### src/shared/mpm_consts.vh
`ifndef MPM_CONSTS_VH
`define MPM_CONSTS_VH
// apb register byte offsets
`define MPM_ADDR_CTRL_A 12'h000
`define MPM_ADDR_CTRL_B 12'h004
`define MPM_ADDR_SAFETY 12'h008
`define MPM_ADDR_EXT 12'h00C
`define MPM_ADDR_FILTER 12'h010
`define MPM_ADDR_STATUS 12'h014
`define MPM_ADDR_MASK 12'h018
`define MPM_ADDR_WINDOW 12'h01C
// control a fields
`define MPM_CA_MODE 0
`define MPM_CA_CLIMEN 1
// control b fields
`define MPM_CB_OCV 0
// safety fields
`define MPM_SF_MOE 0
`define MPM_SF_DISABLED_STATE_SELECT 1
// extension fields
`define MPM_EX_PU 0
`define MPM_EX_PV 1
`define MPM_EX_PW 2
// filter fields: blanking [2:0], sample count [6:4]
`define MPM_FL_BLANK_LSB 0
`define MPM_FL_COUNT_LSB 4
// status and mask fields
`define MPM_ST_CURRENT_LIMIT_IRQ_ENABLE 0
`define MPM_ST_WIN 1
// blanking step of 0.5 us is two clocks of a 4 MHz periph clock
`define MPM_BLANK_STEP_NS 500
`define MPM_REF_PERIPH_MHZ 4
`define MPM_CLK_PERIOD_NS 5
// comparator sampled once per four clocks
`define MPM_SAMPLE_DIV 4
// reset values
`define MPM_RST_FILTER 8'h00
`define MPM_RST_WINDOW 16'h00C8
`endif

### src/hw/mpm_blank_filter.v
`timescale 1ns/1ps
`include "mpm_consts.vh"
// blanking window after turn-on, then N consecutive over-limit samples
module mpm_blank_filter #(
    parameter STEP_CYC = 8
) (
    input wire ref_clk,
    input wire reset_n,
    input wire pwmOnStart,
    input wire [2:0] blankingWindowLength,
    input wire [2:0] feedbackSampleCount,
    input wire compSync,
    output reg limitEvent
);
    reg [12:0] blankCnt; // cycles of blanking left
    reg [1:0] sampleDiv; // divide-by-four sample strobe
    reg [3:0] hitCnt; // consecutive over-limit samples
    wire sampleTick = (sampleDiv == 2'h3);
    wire blanking = (blankCnt != 13'h0000);
    wire [3:0] needed = {1'b0, feedbackSampleCount} + 4'h1;

    // blanking window restarts at every turn-on
    always @(posedge ref_clk or negedge reset_n) begin
        if (!reset_n) begin
            blankCnt <= 13'h0000;
        end else if (pwmOnStart) begin
            blankCnt <= blankingWindowLength * STEP_CYC[9:0];
        end else if (blanking) begin
            blankCnt <= blankCnt - 13'h0001;
        end
    end

    // sample once per four clocks and count a run of hits
    always @(posedge ref_clk or negedge reset_n) begin
        if (!reset_n) begin
            sampleDiv <= 2'h0;
            hitCnt <= 4'h0;
            limitEvent <= 1'b0;
        end else begin
            sampleDiv <= sampleDiv + 2'h1;
            limitEvent <= 1'b0;
            if (pwmOnStart || blanking) begin
                hitCnt <= 4'h0; // comparator ignored
            end else if (sampleTick) begin
                if (!compSync) begin
                    hitCnt <= 4'h0; // run broken
                end else if (hitCnt + 4'h1 >= needed) begin
                    hitCnt <= 4'h0;
                    limitEvent <= 1'b1;
                end else begin
                    hitCnt <= hitCnt + 4'h1;
                end
            end
        end
    end
endmodule // mpm_blank_filter

### src/hw/mpm_pwm_manager.v
// The implementer's own choices: the APB slave port and the address map.
`timescale 1ns/1ps
`include "mpm_consts.vh"
// How it works
// - voltage mode uses generator phase U compare
// - voltage mode comparator sets current-limit flag
// - interrupt needs mask and flag both set
// - action select only with voltage-mode enable
// - action clear: only PWM forced off
// - action set: master output enable cleared
// - reset state is high-z or low
// - resulting PWM goes to channel manager
// - current mode combines window and comparator
// - reference from enabled phase U/V/W compare
// - blanking window ignores comparator after turn-on
// - event counter filters first comparator edge
// - blanking code steps 0.5 us, 000 off
// - code plus one consecutive samples needed
// - comparator sampled every four clocks
// - on at window end, off at start/limit
module mpm_pwm_manager #(
    parameter PERIPH_MHZ = `MPM_REF_PERIPH_MHZ,
    parameter CHANNELS = 6
) (
    input wire ref_clk,
    input wire reset_n,
    input wire psel,
    input wire penable,
    input wire pwrite,
    input wire [11:0] paddr,
    input wire [31:0] pwdata,
    output reg [31:0] prdata,
    output wire pready,
    output wire pslverr,
    input wire phaseUCompare,
    input wire phaseVCompare,
    input wire phaseWCompare,
    input wire currentComparator,
    input wire [CHANNELS-1:0] channelSelect,
    output reg pwmToChannels,
    output reg [CHANNELS-1:0] motorOutputChannels,
    output reg [CHANNELS-1:0] motorOutputEnable,
    output reg currentReferenceOut,
    output wire irq
);
    // clocks per 0.5 us blanking step, scaled by periph ratio
    localparam STEP_NS_SCALED =
        (`MPM_BLANK_STEP_NS * `MPM_REF_PERIPH_MHZ) / PERIPH_MHZ;
    localparam STEP_CYC_RAW =
        (STEP_NS_SCALED + `MPM_CLK_PERIOD_NS - 1) / `MPM_CLK_PERIOD_NS;
    localparam STEP_CYC = (STEP_CYC_RAW < 1) ? 1 : STEP_CYC_RAW;
    // pwm states, one-hot
    localparam ST_OFF = 2'b01;
    localparam ST_ON = 2'b10;

    reg currentModeSelect; // 1 = current mode
    reg currentLimitIrqEnable; // voltage-mode enable
    reg overcurrentActionSelect; // 1 = drop all outputs
    reg masterOutputEnable; // global drive enable
    reg disabledStateSelect; // 1 = drive low, 0 = high-z
    reg [2:0] refEnable; // phase w,v,u reference enables
    reg [7:0] comparatorFilterReg; // blanking and count codes
    reg [1:0] status; // sticky events
    reg [1:0] mask; // interrupt mask
    reg [15:0] windowPeriod; // window length in clocks, minus one
    reg compMeta; // synchroniser first stage
    reg compSync; // synchronised comparator
    reg [1:0] state; // current-mode pwm state
    reg [1:0] next_state;
    reg pwmOnStart; // filter hold, high while pwm off
    reg [CHANNELS-1:0] next_outputs;
    reg [CHANNELS-1:0] next_enables;
    reg next_pwm;
    wire limitEvent;
    wire windowEnd;
    wire wrEn;
    wire rdEn;
    wire addrOk;
    wire climIrq;

    // decode of a mapped register offset
    function isMapped;
        input [11:0] a;
        begin
            isMapped = (a == `MPM_ADDR_CTRL_A) || (a == `MPM_ADDR_CTRL_B) ||
                (a == `MPM_ADDR_SAFETY) || (a == `MPM_ADDR_EXT) ||
                (a == `MPM_ADDR_FILTER) || (a == `MPM_ADDR_STATUS) ||
                (a == `MPM_ADDR_MASK) || (a == `MPM_ADDR_WINDOW);
        end
    endfunction

    // zero wait states; unmapped access answers with an error
    // a mapped but unaligned offset also answers with an error
    assign pready = 1'b1;
    assign addrOk = isMapped(paddr);
    assign pslverr = psel & penable & ~addrOk;
    assign wrEn = psel & penable & pwrite & addrOk;
    assign rdEn = psel & ~penable & ~pwrite;

    // async comparator: two flops before any use
    always @(posedge ref_clk or negedge reset_n) begin
        if (!reset_n) begin
            compMeta <= 1'b0;
            compSync <= 1'b0;
        end else begin
            compMeta <= currentComparator;
            compSync <= compMeta;
        end
    end

    // comparator path: blanking, then the run-length filter
    mpm_blank_filter #(
        .STEP_CYC(STEP_CYC)
    ) i_mpm_blank_filter (
        .ref_clk(ref_clk),
        .reset_n(reset_n),
        .pwmOnStart(pwmOnStart),
        .blankingWindowLength(comparatorFilterReg[2:0]),
        .feedbackSampleCount(comparatorFilterReg[6:4]),
        .compSync(compSync),
        .limitEvent(limitEvent)
    );

    // window runs only in current mode; held idle otherwise
    mpm_window_gen i_mpm_window_gen (
        .ref_clk(ref_clk),
        .reset_n(reset_n),
        .run(currentModeSelect),
        .period(windowPeriod),
        .windowEnd(windowEnd)
    );

    // interrupt only when flag and mask bit both set
    assign climIrq = status[`MPM_ST_CURRENT_LIMIT_IRQ_ENABLE] & mask[`MPM_ST_CURRENT_LIMIT_IRQ_ENABLE];
    assign irq = climIrq | (status[`MPM_ST_WIN] & mask[`MPM_ST_WIN]);

    // register writes and hardware-set sticky flags
    always @(posedge ref_clk or negedge reset_n) begin
        if (!reset_n) begin
            currentModeSelect <= 1'b0;
            currentLimitIrqEnable <= 1'b0;
            overcurrentActionSelect <= 1'b0;
            masterOutputEnable <= 1'b0;
            disabledStateSelect <= 1'b0;
            refEnable <= 3'h0;
            comparatorFilterReg <= `MPM_RST_FILTER;
            status <= 2'h0;
            mask <= 2'h0;
            windowPeriod <= `MPM_RST_WINDOW;
        end else begin
            if (wrEn) begin
                case (paddr)
                    `MPM_ADDR_CTRL_A: begin
                        currentModeSelect <= pwdata[`MPM_CA_MODE];
                        currentLimitIrqEnable <= pwdata[`MPM_CA_CLIMEN];
                    end
                    `MPM_ADDR_CTRL_B: begin
                        overcurrentActionSelect <= pwdata[`MPM_CB_OCV];
                    end
                    `MPM_ADDR_SAFETY: begin
                        masterOutputEnable <= pwdata[`MPM_SF_MOE];
                        disabledStateSelect <= pwdata[`MPM_SF_DISABLED_STATE_SELECT];
                    end
                    `MPM_ADDR_EXT: begin
                        refEnable <= pwdata[2:0];
                    end
                    `MPM_ADDR_FILTER: begin
                        comparatorFilterReg <= {1'b0, pwdata[6:4],
                            1'b0, pwdata[2:0]};
                    end
                    `MPM_ADDR_MASK: begin
                        mask <= pwdata[1:0];
                    end
                    `MPM_ADDR_WINDOW: begin
                        windowPeriod <= pwdata[15:0];
                    end
                    default: begin
                        windowPeriod <= windowPeriod;
                    end
                endcase
            end
            // write-one-to-clear, then hardware set wins
            status <= status & ~((wrEn && paddr == `MPM_ADDR_STATUS) ?
                pwdata[1:0] : 2'h0);
            if (limitEvent) begin
                status[`MPM_ST_CURRENT_LIMIT_IRQ_ENABLE] <= 1'b1;
            end
            if (windowEnd) begin
                status[`MPM_ST_WIN] <= 1'b1;
            end
            // overcurrent with action set: master enable drops
            // a software write in the same cycle loses to this clear
            if (limitEvent && !currentModeSelect && currentLimitIrqEnable &&
                    mask[`MPM_ST_CURRENT_LIMIT_IRQ_ENABLE] && overcurrentActionSelect) begin
                masterOutputEnable <= 1'b0;
            end
        end
    end

    // read data registered in setup phase
    // unmapped reads return zero
    always @(posedge ref_clk or negedge reset_n) begin
        if (!reset_n) begin
            prdata <= 32'h00000000;
        end else if (rdEn) begin
            case (paddr)
                `MPM_ADDR_CTRL_A: prdata <= {30'h0, currentLimitIrqEnable,
                    currentModeSelect};
                `MPM_ADDR_CTRL_B: prdata <= {31'h0, overcurrentActionSelect};
                `MPM_ADDR_SAFETY: prdata <= {30'h0, disabledStateSelect,
                    masterOutputEnable};
                `MPM_ADDR_EXT: prdata <= {29'h0, refEnable};
                `MPM_ADDR_FILTER: prdata <= {24'h0, comparatorFilterReg};
                `MPM_ADDR_STATUS: prdata <= {30'h0, status};
                `MPM_ADDR_MASK: prdata <= {30'h0, mask};
                `MPM_ADDR_WINDOW: prdata <= {16'h0, windowPeriod};
                default: prdata <= 32'h00000000;
            endcase
        end
    end

    // current-mode on/off sequencing
    always @* begin
        next_state = state;
        case (state)
            ST_OFF: begin
                if (windowEnd) begin
                    next_state = ST_ON; // on at window end
                end
            end
            ST_ON: begin
                // a window only dips the output for its one cycle, so
                // the on-phase resumes right after it ends
                if (limitEvent) begin
                    next_state = ST_OFF; // limit ends the on-phase
                end
            end
            default: begin
                next_state = ST_OFF;
            end
        endcase
    end

    // state register and blanking hold
    always @(posedge ref_clk or negedge reset_n) begin
        if (!reset_n) begin
            state <= ST_OFF;
            pwmOnStart <= 1'b1; // output is off in reset
        end else begin
            state <= currentModeSelect ? next_state : ST_OFF;
            // held through every off-time and released as the pwm turns
            // on, so the blanking window starts with the on-phase and no
            // stale off-time sample can cut a fresh pulse
            pwmOnStart <= ~next_pwm;
        end
    end

    // choose pwm source by mode
    always @* begin
        if (currentModeSelect) begin
            // window start cuts the on-phase for its own cycle
            next_pwm = (state == ST_ON) & ~limitEvent & ~windowEnd;
        end else begin
            // current loop cuts pwm while flag is set
            next_pwm = phaseUCompare & ~status[`MPM_ST_CURRENT_LIMIT_IRQ_ENABLE];
        end
    end

    // per channel drive: pwm on selected, reset state if disabled
    genvar i;
    generate
        for (i = 0; i < CHANNELS; i = i + 1) begin : gChan
            always @* begin
                if (!masterOutputEnable) begin
                    next_outputs[i] = 1'b0;
                    next_enables[i] = disabledStateSelect;
                end else begin
                    next_outputs[i] = channelSelect[i] & next_pwm;
                    next_enables[i] = 1'b1;
                end
            end
        end
    endgenerate

    // registered outputs
    // flops here so the pins never see decode glitches
    always @(posedge ref_clk or negedge reset_n) begin
        if (!reset_n) begin
            pwmToChannels <= 1'b0;
            motorOutputChannels <= {CHANNELS{1'b0}};
            motorOutputEnable <= {CHANNELS{1'b0}};
            currentReferenceOut <= 1'b0;
        end else begin
            pwmToChannels <= next_pwm;
            motorOutputChannels <= next_outputs;
            motorOutputEnable <= next_enables;
            // reference only in current mode
            currentReferenceOut <= currentModeSelect &
                ((refEnable[`MPM_EX_PU] & phaseUCompare) |
                 (refEnable[`MPM_EX_PV] & phaseVCompare) |
                 (refEnable[`MPM_EX_PW] & phaseWCompare));
        end
    end
endmodule // mpm_pwm_manager

### src/hw/mpm_window_gen.v
`timescale 1ns/1ps
`include "mpm_consts.vh"
// measurement window clock: pulses at each window end
module mpm_window_gen (
    input wire ref_clk,
    input wire reset_n,
    input wire run,
    input wire [15:0] period,
    output reg windowEnd
);
    reg [15:0] cnt; // cycles within current window

    // free count, wrap on programmed period
    always @(posedge ref_clk or negedge reset_n) begin
        if (!reset_n) begin
            cnt <= 16'h0000;
            windowEnd <= 1'b0;
        end else if (!run) begin
            cnt <= 16'h0000;
            windowEnd <= 1'b0;
        end else if (cnt >= period) begin
            cnt <= 16'h0000;
            windowEnd <= 1'b1;
        end else begin
            cnt <= cnt + 16'h0001;
            windowEnd <= 1'b0;
        end
    end
endmodule // mpm_window_gen

### config.mk
export PLATFORM = sky130hd
export DESIGN_NAME = mpm_pwm_manager
export DESIGN_NICKNAME = d
export VERILOG_FILES = /design/src/hw/mpm_blank_filter.v /design/src/hw/mpm_pwm_manager.v /design/src/hw/mpm_window_gen.v
export VERILOG_INCLUDE_DIRS = /design/src /design/src/shared
export SDC_FILE = /design/constraint.sdc
export NUM_CORES = 1
export LEC_CHECK = 0
export BUFFER_PORTS_ARGS = -buffer_cell sky130_fd_sc_hd__buf_2
export CAP_MARGIN = 20
export CORE_ASPECT_RATIO = 1.25
export CORE_MARGIN = 4
export CORE_UTILIZATION = 32
export CTS_BUF_LIST = sky130_fd_sc_hd__clkbuf_4 sky130_fd_sc_hd__clkbuf_8
export DETAILED_ROUTE_END_ITERATION = 8
export PLACE_DENSITY = 0.53
export SYNTH_ARGS = -nofsm -noshare
export SYNTH_HDL_FRONTEND = slang
export SYNTH_SLANG_ARGS = --single-unit
export TNS_END_PERCENT = 10
### constraint.sdc
create_clock -name ref_clk -period 2 [get_ports ref_clk]
set_input_delay 0.2 -clock ref_clk [delete_from_list [all_inputs] [get_ports ref_clk]]
set_output_delay 0.2 -clock ref_clk [all_outputs]
set_load 0.01 [all_outputs]
==> key figures, run 1 <==
STA
  – RSZ-0062 raised after global routing: yes
  – Max Freq: 501 MHz
  – Final Critical Period: 1.99 ns
  – Hold slack final: 0.0186 ns
  – Final worst-path cycle share: 0.997
  – Slew Viols, Final: 0
  – Final clock skew: 0.0126 ns
  – # setup viols final: 0
  – Final hold vios: 0

Global route
  – Aggregate global routing overflow: 0
  – Initial antenna violation count: 0
  – Total GRT Usage: 0.141
  – Largest net degree at the start of global routing: 38
  – Global-route wire length before repair: 21,900 microns
  – Vias in the first global route: 4,270

Min path
  – Worst hold path depth: 2
  – Hold Path Class: in -> reg

Power
  – Peak VDD IR: 0.286 mV
  – Total power: 4.60 mW
  – Pwr dens: 676 nW/um^2
  – Clock share of power: 0.292
  – Net Switching: 1.44 mW
  – Gate power share: 0.213
  – Flop pwr share: 0.495
  – Power Internal: 3.16 mW
  – Sw frac: 0.314
  – Static Leak: 3.24 nW

Route
  – Post-DRT Antenna Nets: 0
  – Drt drc: 0
  – Via density per instance: 5.02
  – Uppermost routed layer: met4
  – Total iterations of the first detailed-routing run: 4
  – Final wirelength: 13,400 microns
  – DRT met1 WL: 5730 microns
  – Drt first-iter violations: 252
  – WL per Instance: 16.0 microns
  – DR WL met2: 6840 microns
  – Via count: 4,214
  – Wire length on met3: 549 microns

Critical path
  – Worst Path Required: 2.31 ns
  – CP max stage delay: 0.43 ns
  – Crit. End Element: register
  – Crit-path cells: ha_2 > nor2b_4 > nand2b_4 > ha_4 > a2111oi_4 > o211ai_1 > o211ai_1
  – Reg2reg path depth: 7
  – Crit path max-delay cell type: dfrtp_1
  – WS Path Type: reg -> reg
  – Crit-path most repeated cell: o211ai_1
  – Worst path arrival time: 2.30 ns
  – CP max FO: 4
  – Critical path startpoint category: register

CTS
  – Num CTS Buffers: 9
  – Clock buffer depth: 2
  – Clock slew at reported path FFs: 0.10 ns
  – H-tree depth: 3
  – CTS Sinks: 101
  – Clk root buf: clkbuf_8
  – Clock latency at the later pin of the worst-skew pair: 0.39 ns
  – CTS tree: yes

Placement
  – Detail Placement HPWL: 10,100 microns
  – Placed cell count: 811
  – IO buf count: 74
  – GP Congestion: 0.872

Synth
  – Seq/Total Area, Yosys: 0.466
  – Compound-cell area share of the yosys netlist: 0.106
  – Mux cell area share after synthesis: 0.0816
  – Yosys reg bits: 101
  – Yosys top cell area share: 0.442
  – Most instantiated library cell after synthesis: dfrtp_1
  – Most used DFF post-synth: dfrtp_1
  – Synth warn: 0
  – Syn_area_per_cell: 11.0 sq um
  – Mapped Cells: 495
  – Synth cell count leaders: 96 x dfrtp_1, 37 x inv_1, 30 x ha_1
  – Post-synth ARST share: 1.00
  – EDFF count, synth: 0
  – Mapped Area: 5440 sq um
  – Yosys top cell by area: dfrtp_1
  – Synth cell types: 70
  – Adder-cell share of the synthesized area: 0.0690
  – Combinational family with the most area after synthesis: simple AND/OR/NAND/NOR gates
  – Synth Area in Simple Gates: 0.178
  – Top cells by area, synth: dfrtp_1 44%, ha_1 6.9%, mux2_2 4.8%
  – Post-synthesis xor/xnor area fraction: 0.0290

Floorplanning
  – Die height: 154 microns
  – Io pins: 108
  – Site Rows: 53
  – Initial Util: 0.324
  – Die ar.: 19,200 sq um
  – Die width: 125 microns
  – Core area: 16,800 sq um

Finish
  – Layout cells sized above 1: 0.342
  – FILL cells: 1,647
  – Fin cells: 840
  – Area Overhead vs Synth: 25.0%
  – Antenna diodes: 0
  – Final nets: 704

Flow run
  – Max Cap Viol: 0

Status
  – Status: finished, final reports clean
-- per-stage QoR --
step,TNS [ns],utilization,cell area [sq um],worst slack (ns)
final,0,0.405,6800,0.00562
after global routing,-0.941,0.405,6800,-0.115
after CTS,-0.0523,0.395,6630,-0.0290
after detailed placement,-0.989,0.374,6280,-0.0959
after global placement,-0.0594,0.374,6280,-0.0296
after floorplan,-0.626,-,5500,-0.0638
-- area by class of cell --
type	instances	area (sq um)	share of cell area
Timing Repair Buffer	132	862	0.127
Sequential cell	101	2530	0.373
Inverter	37	139	0.0204
Clock inverter	6	62.6	0.00920
Clock buffer	10	131	0.0193
Tap cell	220	275	0.0405
Multi-Input combinational cell	334	2800	0.411
-- registers in the layout, indices dropped and copies added (netlist names), 2 cells and up --
| register | flops |
|---|---|
| i_mpm_window_gen.cnt | 16 |
| refEnable | 3 |
| i_mpm_blank_filter.hitCnt | 4 |
| windowPeriod | 16 |
| status | 2 |
| i_mpm_blank_filter.sampleDiv | 2 |
| comparatorFilterReg | 6 |
| motorOutputChannels | 6 |
| prdata | 16 |
| i_mpm_blank_filter.blankCnt | 13 |
| state | 2 |
| mask | 2 |
-- worst max-delay path: cells and delay by family (launching register included) --
kind                       cells  cell delay [ns]
AOI/OAI and AO/OA              3             0.85
DFF                            1             0.43
adders and majority gates      2             0.36
and+or+nand+nor                2             0.28
-- power groups by stage --
stage               Sequential [mW]  Clock [mW]  Combinational (mW)
floorplan                      2.27           0               0.649
global placement               2.31           0               0.953
detailed placement             2.31           0               0.958
CTS                            2.27        1.38               0.973
global route                   2.29        1.46                1.10
finish                         2.28        1.34               0.981
-- worst paths after layout --
kind                                                    from                              to  slack [ns]
worst max-delay path            i_mpm_blank_filter.hitCnt[0]    i_mpm_blank_filter.hitCnt[2]       0.006
worst min-delay path                        channelSelect[4]          motorOutputChannels[4]        0.02
worst max register to register  i_mpm_blank_filter.hitCnt[0]    i_mpm_blank_filter.hitCnt[2]       0.006
worst min register to register                      compMeta                        compSync        0.36
max in group asynchronous                            reset_n                 windowPeriod[7]        1.07
min in group asynchronous                            reset_n  i_mpm_blank_filter.blankCnt[1]        0.29
-- repair_timing --
item                       in CTS  in global routing
gates resized for setup        17                 19
setup buffers                   4                  5
hold buffers                    4                  0
setup endpoints to repair      21                 23
pin swaps                       7                  8
hold endpoints to repair       32                  0
-- per-layer routing --
| layer | up-vias | global-route usage |
|---|---|---|
| met5 | - | 0 |
| met4 | 0 | 0.0590 |
| met3 | 23 | 0.0261 |
| met2 | 106 | 0.244 |
| met1 | 2080 | 0.172 |
| li1 | 2005 | - |
-- kinds of logic (layout without fill, tap and decap cells) --
kind of cell	after synthesis	count (layout)
AO/OA/AOI/OAI	73	73
XOR/XNOR	18	18
adder cells (fa/ha/maj)	30	30
buffers and inverters	75	185
flip-flops	101	101
multiplexers	39	39
other	2	17
AND/OR/NAND/NOR	157	157
-- cells in the final DEF, fill, tap and decap left out, types with 5 or more instances in the layout --
cell and instances:
dfrtp_1 96, buf_2 73, buf_4 48, inv_1 36, ha_1 25, nor2_1 23, mux2_2 23, nand2_1 18
conb_1 17, nor4_1 16, nand3_1 13, nand4_1 13, a22o_1 11, a21oi_1 10, mux2_1 10, xnor2_1 9
clkbuf_8 9, o21ai_0 8, xor2_1 8, nor4_2 7, nor3_1 7, and4_1 6, or3_1 6, and2_1 6
nor2b_1 5, mux2i_1 5, buf_6 5, dfstp_2 5
(Power assumes the default switching activity.)
==> run 2: changes to the inputs <==
--- a/config.mk
+++ b/config.mk
@@ -6,14 +6,15 @@
 export SDC_FILE = /design/constraint.sdc
 export NUM_CORES = 1
 export LEC_CHECK = 0
-export BUFFER_PORTS_ARGS = -buffer_cell sky130_fd_sc_hd__buf_2
 export CAP_MARGIN = 20
 export CORE_ASPECT_RATIO = 1.25
 export CORE_MARGIN = 4
 export CORE_UTILIZATION = 32
 export CTS_BUF_LIST = sky130_fd_sc_hd__clkbuf_4 sky130_fd_sc_hd__clkbuf_8
 export DETAILED_ROUTE_END_ITERATION = 8
-export PLACE_DENSITY = 0.53
+export DONT_BUFFER_PORTS = 1
+export PLACE_DENSITY = 0.47
+export SKIP_CTS_REPAIR_TIMING = 1
 export SYNTH_ARGS = -nofsm -noshare
 export SYNTH_HDL_FRONTEND = slang
 export SYNTH_SLANG_ARGS = --single-unit
==> run 2 against run 1 <==
Against the previous run:
- the flow now finishes with violations (hold timing, setup timing)
- worst setup slack got worse by 0.068 ns
- largest power group unchanged
- fmax fell by 3.3%
- register-to-register slack worse by 0.07 ns
- design area is 3.8% lower
- critical path type unchanged
==> key figures, run 2 (synthesis results as in run 1) <==
CTS
  – Clock latency at the later pin of the worst-skew pair: 0.38 ns
  – Clock buffer depth: 2
  – CTS Sinks: 101
  – Clock slew at reported path FFs: 0.10 ns
  – CTS tree: yes
  – Num CTS Buffers: 9
  – H-tree depth: 3
  – Clk root buf: clkbuf_8

Critical path
  – Crit-path cells: ha_2 > nor2b_4 > nand2b_4 > ha_4 > o21a_1 > nor2_2 > o211ai_1 > a2bb2o_4
  – Worst Setup SP: i_mpm_blank_filter.hitCnt[1]
  – Worst path arrival time: 2.34 ns
  – Buffers & Inverters on Critical Path: 0
  – Critical path startpoint category: register
  – Worst Path Required: 2.28 ns
  – Worst path depth: 8
  – WS Path Type: reg -> reg
  – Worst setup endpoint: i_mpm_blank_filter.hitCnt[1]
  – Crit Reg-Reg Startpoint: i_mpm_blank_filter.hitCnt[1]
  – CP delay by family, top: compound AO/OA/AOI/OAI gates
  – Flop2flop setup slack: -0.06 ns
  – CP max FO: 4
  – Crit. End Element: register
  – Crit path max-delay cell type: dfrtp_1
  – CP max stage delay: 0.43 ns
  – R2R Path End: i_mpm_blank_filter.hitCnt[1]
  – Reg2reg path depth: 8

STA
  – RSZ-0062 raised after global routing: yes
  – Rel. slew slack: 0.632
  – # setup viols final: 4
  – Hold slack final: -0.497 ns
  – Final worst-path cycle share: 1.03
  – Slew Viols, Final: 0
  – Final worst setup slack: -0.0625 ns
  – Max Freq: 485 MHz
  – Final clock skew: 0.0129 ns
  – Worst-margin pin slew: 0.552 ns
  – Final hold vios: 101
  – Final Critical Period: 2.06 ns

Placement
  – GP Congestion: 0.812
  – Setup WS pre-CTS: -0.0652 ns
  – IO buf count: 0
  – Detail Placement HPWL: 9320 microns

Power
  – Peak VDD IR: 0.260 mV
  – Pwr dens: 703 nW/um^2
  – Static Leak: 2.89 nW

Floorplanning
  – Site Rows: 53
  – Die height: 154 microns
  – Die width: 125 microns
  – Initial Util: 0.324
  – Core area: 16,800 sq um
  – Die ar.: 19,200 sq um
  – Io pins: 108

Finish
  – Final nets: 634
  – Layout cells sized above 1: 0.233
  – Post-Route Utilization: 0.390
  – Commonest non-fill, non-tap cell in the layout: dfrtp_1
  – Area Overhead vs Synth: 20.3%
  – Commonest non-fill, non-tap cells in the layout: 96 x dfrtp_1, 34 x inv_1, 33 x buf_4
  – Top flop regs: i_mpm_window_gen.cnt x16, prdata x16, windowPeriod x16

Route
  – Drt drc: 0
  – Via density per instance: 5.08
  – Final wirelength: 13,200 microns
  – Total iterations of the first detailed-routing run: 4
  – Drt first-iter violations: 177
  – Post-DRT Antenna Nets: 0
  – Via count: 3,915
  – WL per Instance: 17.1 microns

Global route
  – Total GRT Usage: 0.138
  – Vias in the first global route: 3,959
  – Largest net degree at the start of global routing: 102
  – Global-route wire length before repair: 21,200 microns
  – Aggregate global routing overflow: 0
  – Initial antenna violation count: 1

Min path
  – Hold Path Class: in -> async

Status
  – Failing checks: hold timing, setup timing
  – Status: finished with violations

Flow run
  – Max Cap Viol: 0
==> run 2: power breakdown <==
group	switching, mW	total, mW	internal (mW)
registers	0.122	2.27	2.15
clock network	0.750	1.46	0.709
logic	0.498	0.877	0.380
total	1.37	4.60	3.23
==> run 2: per-stage QoR <==
step           instance area, sq um  TNS [ns]  hold slack [ns]  std cells  power [mW]
2_1_floorplan                  5500    -0.626          -0.0956        510        2.92
3_3_place_gp                   5840    -0.418          -0.0920        728        3.12
3_5_place_dp                   5840    -0.177          -0.0902        728        3.13
4_1_cts                        6060    -0.342           -0.531        744        4.61
5_1_grt                        6540     -1.61           -0.533        771        4.88
6_report                       6540   -0.0635           -0.497        771        4.60
==> run 2: area by class of cell <==
type	count	area (sq um)
clock inverters	7	97.6
repair buffers	62	557
diodes	1	2.50
flip-flops and latches	101	2530
clock buffers	9	124
well taps	220	275
fillers	1611	10200
inverters	37	139
multi-input cells	334	2820
==> run 2: routing by layer <==
layer	GRT usage	wire length (microns)
met4	0.0548	213
met2	0.243	6950
met1	0.163	5520
met5	0	0
met3	0.0292	499
==> run 2: worst reg2reg max path, cell delays in order, from the launching register on <==
cell,delay (ns)
dfrtp_1,0.43
ha_2,0.20
nor2b_4,0.12
nand2b_4,0.15
ha_4,0.25
o21a_1,0.14
nor2_2,0.05
o211ai_1,0.37
a2bb2o_4,0.25
==> run 2: how the worst min path moves through the flow <==
stage,start,endpoint,cells after the start
final,reset_n,i_mpm_blank_filter.blankCnt[1],0
after global routing,reset_n,i_mpm_window_gen.cnt[12],0
after CTS,reset_n,currentReferenceOut,0
after detailed placement,reset_n,i_mpm_blank_filter.blankCnt[1],0
after global placement,reset_n,i_mpm_blank_filter.blankCnt[0],0
after floorplan,reset_n,compMeta,0
==> run 3: changes to the inputs <==
--- a/config.mk
+++ b/config.mk
@@ -10,10 +10,9 @@
 export CORE_ASPECT_RATIO = 1.25
 export CORE_MARGIN = 4
 export CORE_UTILIZATION = 32
-export CTS_BUF_LIST = sky130_fd_sc_hd__clkbuf_4 sky130_fd_sc_hd__clkbuf_8
 export DETAILED_ROUTE_END_ITERATION = 8
 export DONT_BUFFER_PORTS = 1
-export PLACE_DENSITY = 0.47
+export PLACE_DENSITY = 0.49
 export SKIP_CTS_REPAIR_TIMING = 1
 export SYNTH_ARGS = -nofsm -noshare
 export SYNTH_HDL_FRONTEND = slang
==> run 3 against run 2 <==
Against the previous run:
- the run ends with hold timing left
- flip-flop and latch count stayed put
- critical path type unchanged
- combinational power is 5.4% higher
- power up 8.3%
- sequential share of layout area is essentially flat
- largest cell class unchanged
- highest routed layer unchanged
==> key figures, run 3 (synthesis results as in run 1) <==
Floorplanning
  – Initial Util: 0.324
  – Die height: 154 microns
  – Io pins: 108
  – Site Rows: 53
  – Core area: 16,800 sq um
  – Die width: 125 microns
  – Die ar.: 19,200 sq um

CTS
  – CTS Sinks: 101
  – Clock latency at the later pin of the worst-skew pair: 0.36 ns
  – Num CTS Buffers: 9
  – Clk root buf: clkbuf_16
  – H-tree depth: 3
  – Clock slew at reported path FFs: 0.07 ns
  – Clock buffer depth: 2
  – CTS tree: yes

Placement
  – Placed cell count: 731
  – DP Area: 5850 sq um
  – IO buf count: 0
  – GP Congestion: 0.849
  – Detail Placement HPWL: 9500 microns

Min path
  – Hold Path Class: in -> async

Finish
  – Fin area: 6550 sq um
  – Layout cells sized above 1: 0.222
  – Final nets: 637
  – Post-Route Utilization: 0.390
  – FILL cells: 1,648
  – Commonest non-fill, non-tap cell in the layout: dfrtp_1
  – Area Overhead vs Synth: 20.4%
  – Fin cells: 774
  – Commonest non-fill, non-tap cells in the layout: 95 x dfrtp_1, 42 x buf_4, 36 x inv_1
  – Top flop regs: i_mpm_window_gen.cnt x16, prdata x16, windowPeriod x16

Route
  – Total iterations of the first detailed-routing run: 4
  – Via count: 3,925
  – Drt first-iter violations: 178
  – Final wirelength: 13,400 microns
  – WL per Instance: 17.3 microns
  – Drt drc: 0
  – Via density per instance: 5.07
  – Post-DRT Antenna Nets: 0

Global route
  – Aggregate global routing overflow: 0
  – Initial antenna violation count: 1
  – Global-route wire length before repair: 21,100 microns
  – Total GRT Usage: 0.137
  – Largest net degree at the start of global routing: 102
  – Vias in the first global route: 3,985

Critical path
  – Worst path arrival time: 2.23 ns
  – CP max stage delay: 0.35 ns
  – Worst path depth: 8
  – Crit path max-delay cell type: dfrtp_1
  – Buffers & Inverters on Critical Path: 3
  – Reg2reg path depth: 8
  – CP delay by family, top: simple AND/OR/NAND/NOR gates
  – Crit-path cells: inv_1 > ha_1 > and3_1 > a221oi_2 > buf_4 > o21ai_1 > buf_4 > nor4_2
  – CP max FO: 7
  – Worst Path Required: 2.25 ns
  – Crit-path most repeated cell: buf_4
  – WS Path Type: reg -> reg
  – Crit. End Element: register
  – Critical path startpoint category: register

Flow run
  – Max Cap Viol: 0

Power
  – Peak VDD IR: 0.435 mV
  – Pwr dens: 761 nW/um^2
  – Total power: 4.98 mW
  – Static Leak: 2.93 nW

Status
  – Failing checks: hold timing
  – Status: finished with violations

STA
  – Final clock skew: 0.00964 ns
  – Rel. slew slack: 0.643
  – Hold slack final: -0.469 ns
  – Max Freq: 505 MHz
  – Final hold vios: 105
  – Slew Viols, Final: 0
  – Worst-margin pin slew: 0.537 ns
  – Final Critical Period: 1.98 ns
  – Final worst-path cycle share: 0.990
  – # setup viols final: 0
  – RSZ-0062 raised after global routing: yes
## run 3: cell type report
cell class              count  area (sq um)  area share
repair buffers             65           557      0.0850
multi-input cells         334          2750       0.419
flip-flops and latches    101          2530       0.387
clock buffers              10           229      0.0350
inverters                  37           139      0.0212
diodes                      1          2.50    0.000382
clock inverters             6          63.8     0.00975
well taps                 220           275      0.0420
## run 3: routing by layer
layer	share of wire	vias to the layer above	track usage
met3	0.045	16	0.0320
met5	0	-	0
met2	0.51	85	0.241
met4	0.020	0	0.0548
li1	-	1886	-
met1	0.42	1938	0.160
## run 3: power breakdown
group	internal [mW]	switching (mW)
logic	0.416	0.508
registers	2.15	0.124
clock network	0.970	0.819
## run 3: worst reg2reg max path: stages, from the launching register on
cell and delay [ns]:
dfrtp_1 0.35, inv_1 0.05, ha_1 0.29, and3_1 0.21
a221oi_2 0.29, buf_4 0.16, o21ai_1 0.07, buf_4 0.19
nor4_2 0.25
## run 3: worst paths after layout
check | startpoint | to | slack, ns
worst min-delay path | reset_n | i_mpm_blank_filter.blankCnt[1] | -0.47
min in group ref_clk | pwdata[10] | windowPeriod[10] | -0.02
worst max-delay path | windowPeriod[11] | i_mpm_window_gen.cnt[10] | 0.02
worst min register to register | compMeta | compSync | 0.36
worst max register to register | windowPeriod[11] | i_mpm_window_gen.cnt[10] | 0.02
max in group asynchronous | reset_n | state[0] | 2.17
## run 3: through the flow
step                      TNS (ns)  setup slack (ns)
final                            0            0.0194
after CTS                    -1.22            -0.157
after global routing         -1.23           -0.0836
after global placement      -0.589           -0.0864
after floorplan             -0.626           -0.0638
after detailed placement    -0.923            -0.144
